### src/rtl/dc_sync_map.vh
`ifndef DC_SYNC_MAP_VH
`define DC_SYNC_MAP_VH
// ----------------------------------------------------------------
// Register offsets
// ----------------------------------------------------------------
`define ADDR_OWNERSHIP 12'h980
`define ADDR_ACTIVATION 12'h981
`define ADDR_LEN_LO 12'h982
`define ADDR_LEN_HI 12'h983
`define ADDR_ACT_STATUS 12'h984
`define ADDR_STATUS_A 12'h98e
`define ADDR_STATUS_B 12'h98f
// ----------------------------------------------------------------
// Field positions and masks
// ----------------------------------------------------------------
`define OWN_SYNC 0
`define OWN_LATCH0 4
`define OWN_LATCH1 5
`define OWN_MASK 8'h31
`define ACT_RUN 0
`define ACT_EN_A 1
`define ACT_EN_B 2
`define ACT_AUTO 3
`define ACT_EXT 4
`define ACT_CHECK 5
`define ACT_NEAR 6
`define ACT_DEBUG 7
`define ACT_MASK 8'h7f
`define STAT_PEND_A 0
`define STAT_PEND_B 1
`define STAT_OUT 2
// ----------------------------------------------------------------
// Reset values and timing
// ----------------------------------------------------------------
`define OWN_RESET 8'h00
`define ACT_RESET 8'h00
`define LEN_RESET 16'h0000
`define LEN_UNIT_NS 10
`define CLOCK_NS 100
`define NEAR_SHORT_BIT 31
`define NEAR_LONG_BIT 63
`endif

### src/rtl/dc_sync_out_control.v
`timescale 1ns/1ns
`include "dc_sync_map.vh"
module dc_sync_out_control #(
	parameter ADDR_W = 12,
	parameter TIME_W = 64
) (
	// Clock, reset, enable
	input wire clock,
	input wire rst,
	input wire ce,
	// Network side register port
	input wire [ADDR_W-1:0] net_addr,
	input wire net_wr,
	input wire net_rd,
	input wire [7:0] net_wdata,
	output reg [7:0] net_rdata,
	// Local host interface register port
	input wire [ADDR_W-1:0] local_addr,
	input wire local_wr,
	input wire local_rd,
	input wire [7:0] local_wdata,
	output reg [7:0] local_rdata,
	input wire local_ack_by_write,
	// Start time write and cycle settings
	input wire start_wr,
	input wire start_wr_local,
	input wire start_lo_only,
	input wire [TIME_W-1:0] start_data,
	input wire [31:0] cycle_time_a,
	input wire [31:0] delay_b,
	// Configuration memory load of the pulse length
	input wire cfg_load,
	input wire [15:0] cfg_pulse_len,
	// System time and its owner
	input wire [TIME_W-1:0] system_time,
	input wire systime_local_ctrl,
	// Latch interrupts and their routing
	input wire latch0_irq,
	input wire latch1_irq,
	output wire latch0_irq_net,
	output wire latch0_irq_local,
	output wire latch1_irq_net,
	output wire latch1_irq_local,
	// Sync outputs and status
	output reg sync_pulse_a,
	output reg sync_pulse_b,
	output reg event_req_a,
	output wire [TIME_W-1:0] next_a_time
);

// ----------------------------------------------------------------
// Registers
// ----------------------------------------------------------------
reg [7:0] ownership;
reg [7:0] activation;
reg [15:0] pulse_len;
reg pend_a;
reg pend_b;
reg out_of_near;
reg [TIME_W-1:0] due_a;
reg [TIME_W-1:0] due_b;
reg armed_b;
reg [31:0] elapsed_a;
reg [31:0] elapsed_b;

wire local_owns = ownership[`OWN_SYNC];
wire running = activation[`ACT_RUN];
wire ack_mode = (pulse_len == 16'h0000);
wire [31:0] len_ns = pulse_len * `LEN_UNIT_NS;
wire [7:0] own_read;
wire [7:0] act_status;

assign next_a_time = due_a;

// Latch 0 ownership forced to the local side with system time there
assign own_read = ownership | {3'h0, systime_local_ctrl, 4'h0};

assign latch0_irq_net = latch0_irq & ~own_read[`OWN_LATCH0];
assign latch0_irq_local = latch0_irq & own_read[`OWN_LATCH0];
assign latch1_irq_net = latch1_irq & ~own_read[`OWN_LATCH1];
assign latch1_irq_local = latch1_irq & own_read[`OWN_LATCH1];

assign act_status = {5'h00, out_of_near, pend_b, pend_a};

// ----------------------------------------------------------------
// Read decode, shared by both ports
// ----------------------------------------------------------------
function [7:0] read_mux;
	input [ADDR_W-1:0] a;
	begin
		case (a)
		`ADDR_OWNERSHIP: read_mux = own_read;
		// Debug bit is never stored, so it reads back zero
		`ADDR_ACTIVATION: read_mux = activation & `ACT_MASK;
		`ADDR_LEN_LO: read_mux = pulse_len[7:0];
		`ADDR_LEN_HI: read_mux = pulse_len[15:8];
		`ADDR_ACT_STATUS: read_mux = act_status;
		`ADDR_STATUS_A: read_mux = {7'h00, pend_a};
		`ADDR_STATUS_B: read_mux = {7'h00, pend_b};
		default: read_mux = 8'h00;
		endcase
	end
endfunction

// Activation writes come only from the side owning the unit
wire net_act_wr = net_wr & (net_addr == `ADDR_ACTIVATION) & ~local_owns;
wire loc_act_wr = local_wr & (local_addr == `ADDR_ACTIVATION) & local_owns;
wire act_wr = net_act_wr | loc_act_wr;
wire [7:0] act_wdata = loc_act_wr ? local_wdata : net_wdata;

// Start time obeys the same owner and only while stopped
wire start_ok = start_wr & (start_wr_local == local_owns) & ~running;

// Local acknowledge of pulse a: read or, in ack-by-write mode, write
wire loc_hit_a = (local_addr == `ADDR_STATUS_A);
wire loc_hit_b = (local_addr == `ADDR_STATUS_B);
wire ack_a_loc = loc_hit_a & (local_ack_by_write ? local_wr : local_rd);
wire ack_b_loc = loc_hit_b & (local_ack_by_write ? local_wr : local_rd);
wire ack_a = ack_a_loc | (net_rd & (net_addr == `ADDR_STATUS_A));
wire ack_b = ack_b_loc | (net_rd & (net_addr == `ADDR_STATUS_B));

// ----------------------------------------------------------------
// Start time and extension
// ----------------------------------------------------------------
reg [TIME_W-1:0] next_start;
always @* begin
	next_start = start_data;
	if (start_lo_only) begin
		if (activation[`ACT_EXT]) begin
			// Pick the upper half closest ahead of the system time
			next_start[TIME_W-1:32] = system_time[TIME_W-1:32];
			if (start_data[31:0] < system_time[31:0])
				next_start[TIME_W-1:32] =
					system_time[TIME_W-1:32] + 1'b1;
		end else begin
			next_start[TIME_W-1:32] = due_a[TIME_W-1:32];
		end
	end
end

// ----------------------------------------------------------------
// Plausibility of the start time against the near future window
// ----------------------------------------------------------------
// Auto-activation checks the start time written in the same cycle,
// before it has reached due_a
wire [TIME_W-1:0] start_seen = start_ok ? next_start : due_a;
wire [TIME_W-1:0] ahead = start_seen - system_time;
wire far_short = |ahead[TIME_W-1:`NEAR_SHORT_BIT];
wire far_long = ahead[`NEAR_LONG_BIT];
// Bit 6 clear: half the clock width; set: about 2.1 s
wire outside = activation[`ACT_NEAR] ? far_short : far_long;

wire next_run = act_wr ? act_wdata[`ACT_RUN] :
	(start_ok & activation[`ACT_AUTO]) ? 1'b1 : running;
wire rise_run = next_run & ~running;
wire fire_now = rise_run & activation[`ACT_CHECK] & outside;
wire debug = act_wr & act_wdata[`ACT_DEBUG];
// The enables written with the debug bit pick the outputs it pings
wire debug_a = debug & act_wdata[`ACT_EN_A];
wire debug_b = debug & act_wdata[`ACT_EN_B];

// ----------------------------------------------------------------
// Next activation value
// ----------------------------------------------------------------
reg [7:0] next_activation;
always @* begin
	next_activation = activation;
	// The mask drops the debug bit, so it is never stored
	if (act_wr)
		next_activation = act_wdata & `ACT_MASK;
	else if (start_ok & activation[`ACT_AUTO])
		next_activation[`ACT_RUN] = 1'b1;
end

// ----------------------------------------------------------------
// Control and status registers
// ----------------------------------------------------------------
always @(posedge clock or posedge rst) begin
	if (rst) begin
		ownership <= `OWN_RESET;
		activation <= `ACT_RESET;
		pulse_len <= `LEN_RESET;
		out_of_near <= 1'b0;
		net_rdata <= 8'h00;
		local_rdata <= 8'h00;
	end else if (ce) begin
		// Only the network side may change ownership
		if (net_wr & (net_addr == `ADDR_OWNERSHIP))
			ownership <= net_wdata & `OWN_MASK;
		activation <= next_activation;
		if (cfg_load)
			pulse_len <= cfg_pulse_len;
		if (rise_run)
			out_of_near <= outside;
		net_rdata <= net_rd ? read_mux(net_addr) : 8'h00;
		local_rdata <= local_rd ? read_mux(local_addr) : 8'h00;
	end
end

// ----------------------------------------------------------------
// Pulse timing
// ----------------------------------------------------------------
wire en_a = activation[`ACT_EN_A];
wire en_b = activation[`ACT_EN_B];
reg fire_q;
reg single_done;
wire pend_a_or_cyc = ~single_done;
wire hit_a = running & en_a & pend_a_or_cyc &
	((system_time >= due_a) | fire_q);
wire hit_b = running & en_b & armed_b & (system_time >= due_b);
// A pulse drops on the edge that completes its length, so a length
// that is not a whole number of clock periods is rounded up
wire end_a = ~ack_mode & (elapsed_a + `CLOCK_NS >= len_ns);
wire end_b = ~ack_mode & (elapsed_b + `CLOCK_NS >= len_ns);

// ----------------------------------------------------------------
// Next state of both pulse outputs
// ----------------------------------------------------------------
reg next_sync_a;
reg next_sync_b;
reg [31:0] next_elapsed_a;
reg [31:0] next_elapsed_b;

// Pulse a: set at due time, by the start check firing early, or by debug, held in ack mode
always @* begin
	next_sync_a = sync_pulse_a;
	next_elapsed_a = elapsed_a;
	if (hit_a | debug_a) begin
		next_sync_a = 1'b1;
		next_elapsed_a = 32'h0;
	end else if (sync_pulse_a) begin
		next_elapsed_a = elapsed_a + `CLOCK_NS;
		if (end_a | (ack_mode & ack_a))
			next_sync_a = 1'b0;
	end
end

// Pulse b: same timing, started from its own due time
always @* begin
	next_sync_b = sync_pulse_b;
	next_elapsed_b = elapsed_b;
	if (hit_b | debug_b) begin
		next_sync_b = 1'b1;
		next_elapsed_b = 32'h0;
	end else if (sync_pulse_b) begin
		next_elapsed_b = elapsed_b + `CLOCK_NS;
		if (end_b | (ack_mode & ack_b))
			next_sync_b = 1'b0;
	end
end

always @(posedge clock or posedge rst) begin
	if (rst) begin
		due_a <= {TIME_W{1'b0}};
		due_b <= {TIME_W{1'b0}};
		armed_b <= 1'b0;
		fire_q <= 1'b0;
		single_done <= 1'b0;
		pend_a <= 1'b0;
		pend_b <= 1'b0;
		sync_pulse_a <= 1'b0;
		sync_pulse_b <= 1'b0;
		elapsed_a <= 32'h0;
		elapsed_b <= 32'h0;
		event_req_a <= 1'b0;
	end else if (ce) begin
		if (start_ok)
			due_a <= next_start;
		else if (hit_a)
			due_a <= due_a + {{(TIME_W-32){1'b0}}, cycle_time_a};
		fire_q <= fire_now;
		if (rise_run) begin
			single_done <= 1'b0;
			pend_a <= en_a;
			pend_b <= en_b;
		end else begin
			if (hit_a)
				pend_a <= 1'b0;
			if (hit_b)
				pend_b <= 1'b0;
		end
		if (~running)
			armed_b <= 1'b0;
		else if (hit_b)
			armed_b <= 1'b0;
		if (hit_a) begin
			if (cycle_time_a == 32'h0)
				single_done <= 1'b1;
			due_b <= (fire_q ? system_time : due_a) +
				{{(TIME_W-32){1'b0}}, delay_b};
			armed_b <= 1'b1;
		end
		sync_pulse_a <= next_sync_a;
		elapsed_a <= next_elapsed_a;
		sync_pulse_b <= next_sync_b;
		elapsed_b <= next_elapsed_b;
		// A new event wins over a clear in the same cycle
		if (hit_a)
			event_req_a <= 1'b1;
		else if (ack_a_loc)
			event_req_a <= 1'b0;
	end
end

endmodule

### config.mk
export PLATFORM = sky130hd
export DESIGN_NAME = dc_sync_out_control
export DESIGN_NICKNAME = d
export VERILOG_FILES = /design/src/rtl/dc_sync_out_control.v
export VERILOG_INCLUDE_DIRS = /design/src /design/src/rtl
export SDC_FILE = /design/constraint.sdc
export NUM_CORES = 1
export LEC_CHECK = 0
export ABC_AREA = 1
export BUFFER_PORTS_ARGS = -buffer_cell sky130_fd_sc_hd__buf_2
export CAP_MARGIN = 20
export CORE_MARGIN = 2
export CORE_UTILIZATION = 35
export CTS_CLUSTER_SIZE = 14
export DETAILED_ROUTE_END_ITERATION = 8
export PLACE_DENSITY_LB_ADDON = 0.3
export SYNTH_ARGS = -nofsm -noshare
export SYNTH_HDL_FRONTEND = slang
export SYNTH_SLANG_ARGS = --single-unit
### constraint.sdc
create_clock -name clock -period 15.93 [get_ports clock]
set_input_delay 3.9825 -clock clock [delete_from_list [all_inputs] [get_ports clock]]
set_output_delay 3.9825 -clock clock [all_outputs]
set_load 0.01 [all_outputs]
==> out/results.tsv <==
stage	metric	value	unit
run_status	status	complete, no violations	
setup_path	start_kind	primary input	
sta	fin_crit	9090	ps
die	start_util	35.3	%
cts	ctsHtreeMaxLevel	2	
global_routing	grt_pass1_wl	188	mm
route	drtIter0Drc	2657	
cells_and_area	fin_nets	5706	
cells_and_area	final_common_cell	nand2_1	
cts	path_clk_slew	70	ps
sta	rsz0062_at_grt	no	
setup_path	crit_slowest_cell	ha_1	
synthesis	synthFlopType	dfrtp_1	
placement	place.gp.congestion	1.03	
sta	clock.fmax	110	MHz
cts	numClockSinks	239	
setup_path	cp_common_cell	nand2_1	
sta	setup_tns	0	ps
die	fp.dieH	297	µm
cts	clockRootBuffer	clkbuf_16	
route	wire_per_inst	19.9	µm
sta	period_share	57.0	%
synthesis	synthMuxAreaShare	0.188	%
global_routing	grt_antenna_before_repair	5	
placement	dp_hpwl	102	mm
route	drc	0	
global_routing	grt_pass1_vias	32300	
power_and_ir_drop	cellPowerDensity	130	nW/µm²
sta	hold_viol_final	0	
setup_path	endpoint_kind	flop	
setup_path	crit_arrival	9550	ps
synthesis	synth-async-reset-ratio	100	%
die	die_w	297	µm
synthesis	synthesis.nets	5408	
cells_and_area	fin_cells	6259	
power_and_ir_drop	ir_drop	0.103	mV
cells_and_area	syn_to_final_growth	14.1	%
sta	final-setup-viol-count	0	
sta	tightest_slew	1070	ps
sta	slew_viol_final	0	
setup_path	worst-setup-path-type	in2reg	
die	fp.dieArea	88100	µm²
cells_and_area	fin_util	40.3	%
cts	cts_tree	yes	
min_path	hold_class	reg2reg	
power_and_ir_drop	pwr-share-comb	61.3	%
power_and_ir_drop	leakage	0.0169	µW
synthesis	synth_edf_count	0	
placement	io_buffers	349	
cts	clk_latency	580	ps
synthesis	yosysSeqAreaShare	19.9	%
route	num_vias	33500	
cts	cts.path.max_buffers	3	
route	postRouteAntennaNets	0	
synthesis	synth_warnings	0	
cts	cts_hold_buf	0	
cts	postCtsSetupBuffers	0	
sta	relSlewSlack	27.7	%
setup_path	path_max_fanout	17	
die	placementRows	107	
synthesis	synth_cell_types	67	
power_and_ir_drop	clockPowerShare	20.1	%
cells_and_area	drive_gt1_share	10.3	%
synthesis	synth_top_family_by_area	simple AND/OR/NAND/NOR gates	
global_routing	grt_max_degree	122	
cells_and_area	final_cell_mix	1,195 x nand2_1, 689 x inv_1, 464 x nor2_1	
power_and_ir_drop	power.net_switching	2320	µW
synthesis	yosys.area_share.simple	30.4	%
cts	cts_resized	0	
setup_path	cp_slowest_stage_delay	430	ps
placement	dp_cells	6191	
route	routed_wl	124	mm
job	cap_violations	0	
route	dr.pass1.iters	6	
sta	final.setup_skew	35.3	ps
synthesis	synthCells	4790	
power_and_ir_drop	seq_power_share	18.6	%
die	io_pins	350	
synthesis	synth_xor_area_share	4.81	%
synthesis	syn-cell-area	30000	µm²
route	vias_per_cell	5.35	
die	core_area	85000	µm²
global_routing	grt_use_total	27.3	%
power_and_ir_drop	swShare	52.0	%
sta	holdWs	477	ps
cts	numCtsBuffers	37	
global_routing	overflow	0	
synthesis	synth_fa_ha_area_share	14.9	%
power_and_ir_drop	p_int	2140	µW
setup_path	required	16390	ps
synthesis	synth-compound-area-share	19.3	%
synthesis	yosys_register_bits	239	
synthesis	syn_area_per_cell	6.26	µm²
power_and_ir_drop	p_total	4460	µW
-- sequential cells by signal, summed over array words and instances, names as in the netlist, 3 cells and up --
register	flops
due_b	64
local_rdata	8
pulse_len	16
net_rdata	8
activation	7
elapsed_a	30
elapsed_b	30
next_a_time	64
ownership	3
-- cell type report --
| class | count | area (µm²) |
|---|---|---|
| flip-flops and latches | 239 | 5980 |
| clock buffers | 48 | 1030 |
| clock inverters | 17 | 270 |
| repair buffers | 365 | 1910 |
| multi-input cells | 3731 | 20900 |
| inverters | 714 | 2690 |
| diodes | 1 | 2.50 |
| well taps | 1144 | 1430 |
| fillers | 9366 | 50800 |
-- power by group through the flow --
stage / logic (µW) / registers, µW / clock network (µW)
after floorplan: 1770 / 812 / 0
after global placement: 2660 / 833 / 0
after detailed placement: 2670 / 832 / 0
after CTS: 2680 / 823 / 913
after global routing: 3030 / 836 / 932
final: 2730 / 830 / 895
-- critical path: cells and delay by family --
family,cells,cell delay [ps]
and+or+nand+nor,19,2120
buffers and inverters,3,350
xor gates and xnor gates,1,240
AOI/OAI and AO/OA,12,2110
adders and majority gates,2,710
-- routing by layer --
| metal | global-route usage (%) | share of wire, % | routed length [µm] |
|---|---|---|---|
| met1 | 33.9 | 41 | 51300 |
| met2 | 46.5 | 47 | 58000 |
| met3 | 3.94 | 6.9 | 8640 |
| met4 | 12.6 | 5.2 | 6410 |
| met5 | 0 | 0.027 | 34 |
-- through the flow --
step / setup slack, ps / cell area (µm²)
floorplan: 5390 / 30000
global placement: 6410 / 32900
detailed placement: 6440 / 32900
CTS: 7030 / 34200
global route: 6460 / 34200
finish: 6840 / 34200
-- cells in the mapped netlist (7+ instances only) --
| master | count | area [µm²] |
|---|---|---|
| nand2_1 | 1196 | 4490 |
| inv_1 | 691 | 2590 |
| nor2_1 | 464 | 1740 |
| o21ai_0 | 445 | 2230 |
| a21oi_1 | 364 | 1820 |
| ha_1 | 352 | 4400 |
| dfrtp_1 | 239 | 5980 |
| nand3_1 | 210 | 1050 |
| xor2_1 | 127 | 1110 |
| nor3_1 | 94 | 470 |
| nand4_1 | 75 | 469 |
| clkbuf_1 | 62 | 233 |
| nor4_1 | 44 | 275 |
| o211ai_1 | 43 | 323 |
| buf_2 | 36 | 180 |
| xnor2_1 | 36 | 315 |
| o21ai_1 | 32 | 160 |
| o21bai_1 | 19 | 143 |
| a21o_1 | 18 | 135 |
| o22ai_1 | 18 | 113 |
| a31oi_1 | 17 | 106 |
| inv_2 | 16 | 60.1 |
| o21a_1 | 15 | 113 |
| or2_2 | 14 | 87.6 |
| a211oi_1 | 12 | 90.1 |
| nand3b_1 | 10 | 75.1 |
| nor2_2 | 9 | 56.3 |
| nor3_2 | 9 | 90.1 |
| o31ai_1 | 8 | 60.1 |
| a21boi_0 | 7 | 52.6 |
| a21oi_2 | 7 | 61.3 |
| buf_1 | 7 | 26.3 |
| clkinv_1 | 7 | 26.3 |
| nand2_2 | 7 | 43.8 |
-- path summary, 6_finish.rpt --
check	from	end	slack, ps	depth (start not counted)
worst max-delay path	system_time[1]	out_of_near	6840	37
worst min-delay path	elapsed_b[31]	elapsed_b[31]	480	2
worst max register to register	ownership[0]	out_of_near	10020	25
worst min register to register	elapsed_b[31]	elapsed_b[31]	480	2
max in group asynchronous	rst	next_a_time[51]	10920	3
min in group asynchronous	rst	next_a_time[2]	3530	2
-- kinds of logic after synthesis --
family                     after synthesis
buffers and inverters                  820
and+or+nand+nor                       2160
muxes                                    5
xor gates and xnor gates               164
adders and majority gates              355
AOI/OAI and AO/OA                     1047
DFF                                    239
(Power assumes the default switching activity.)
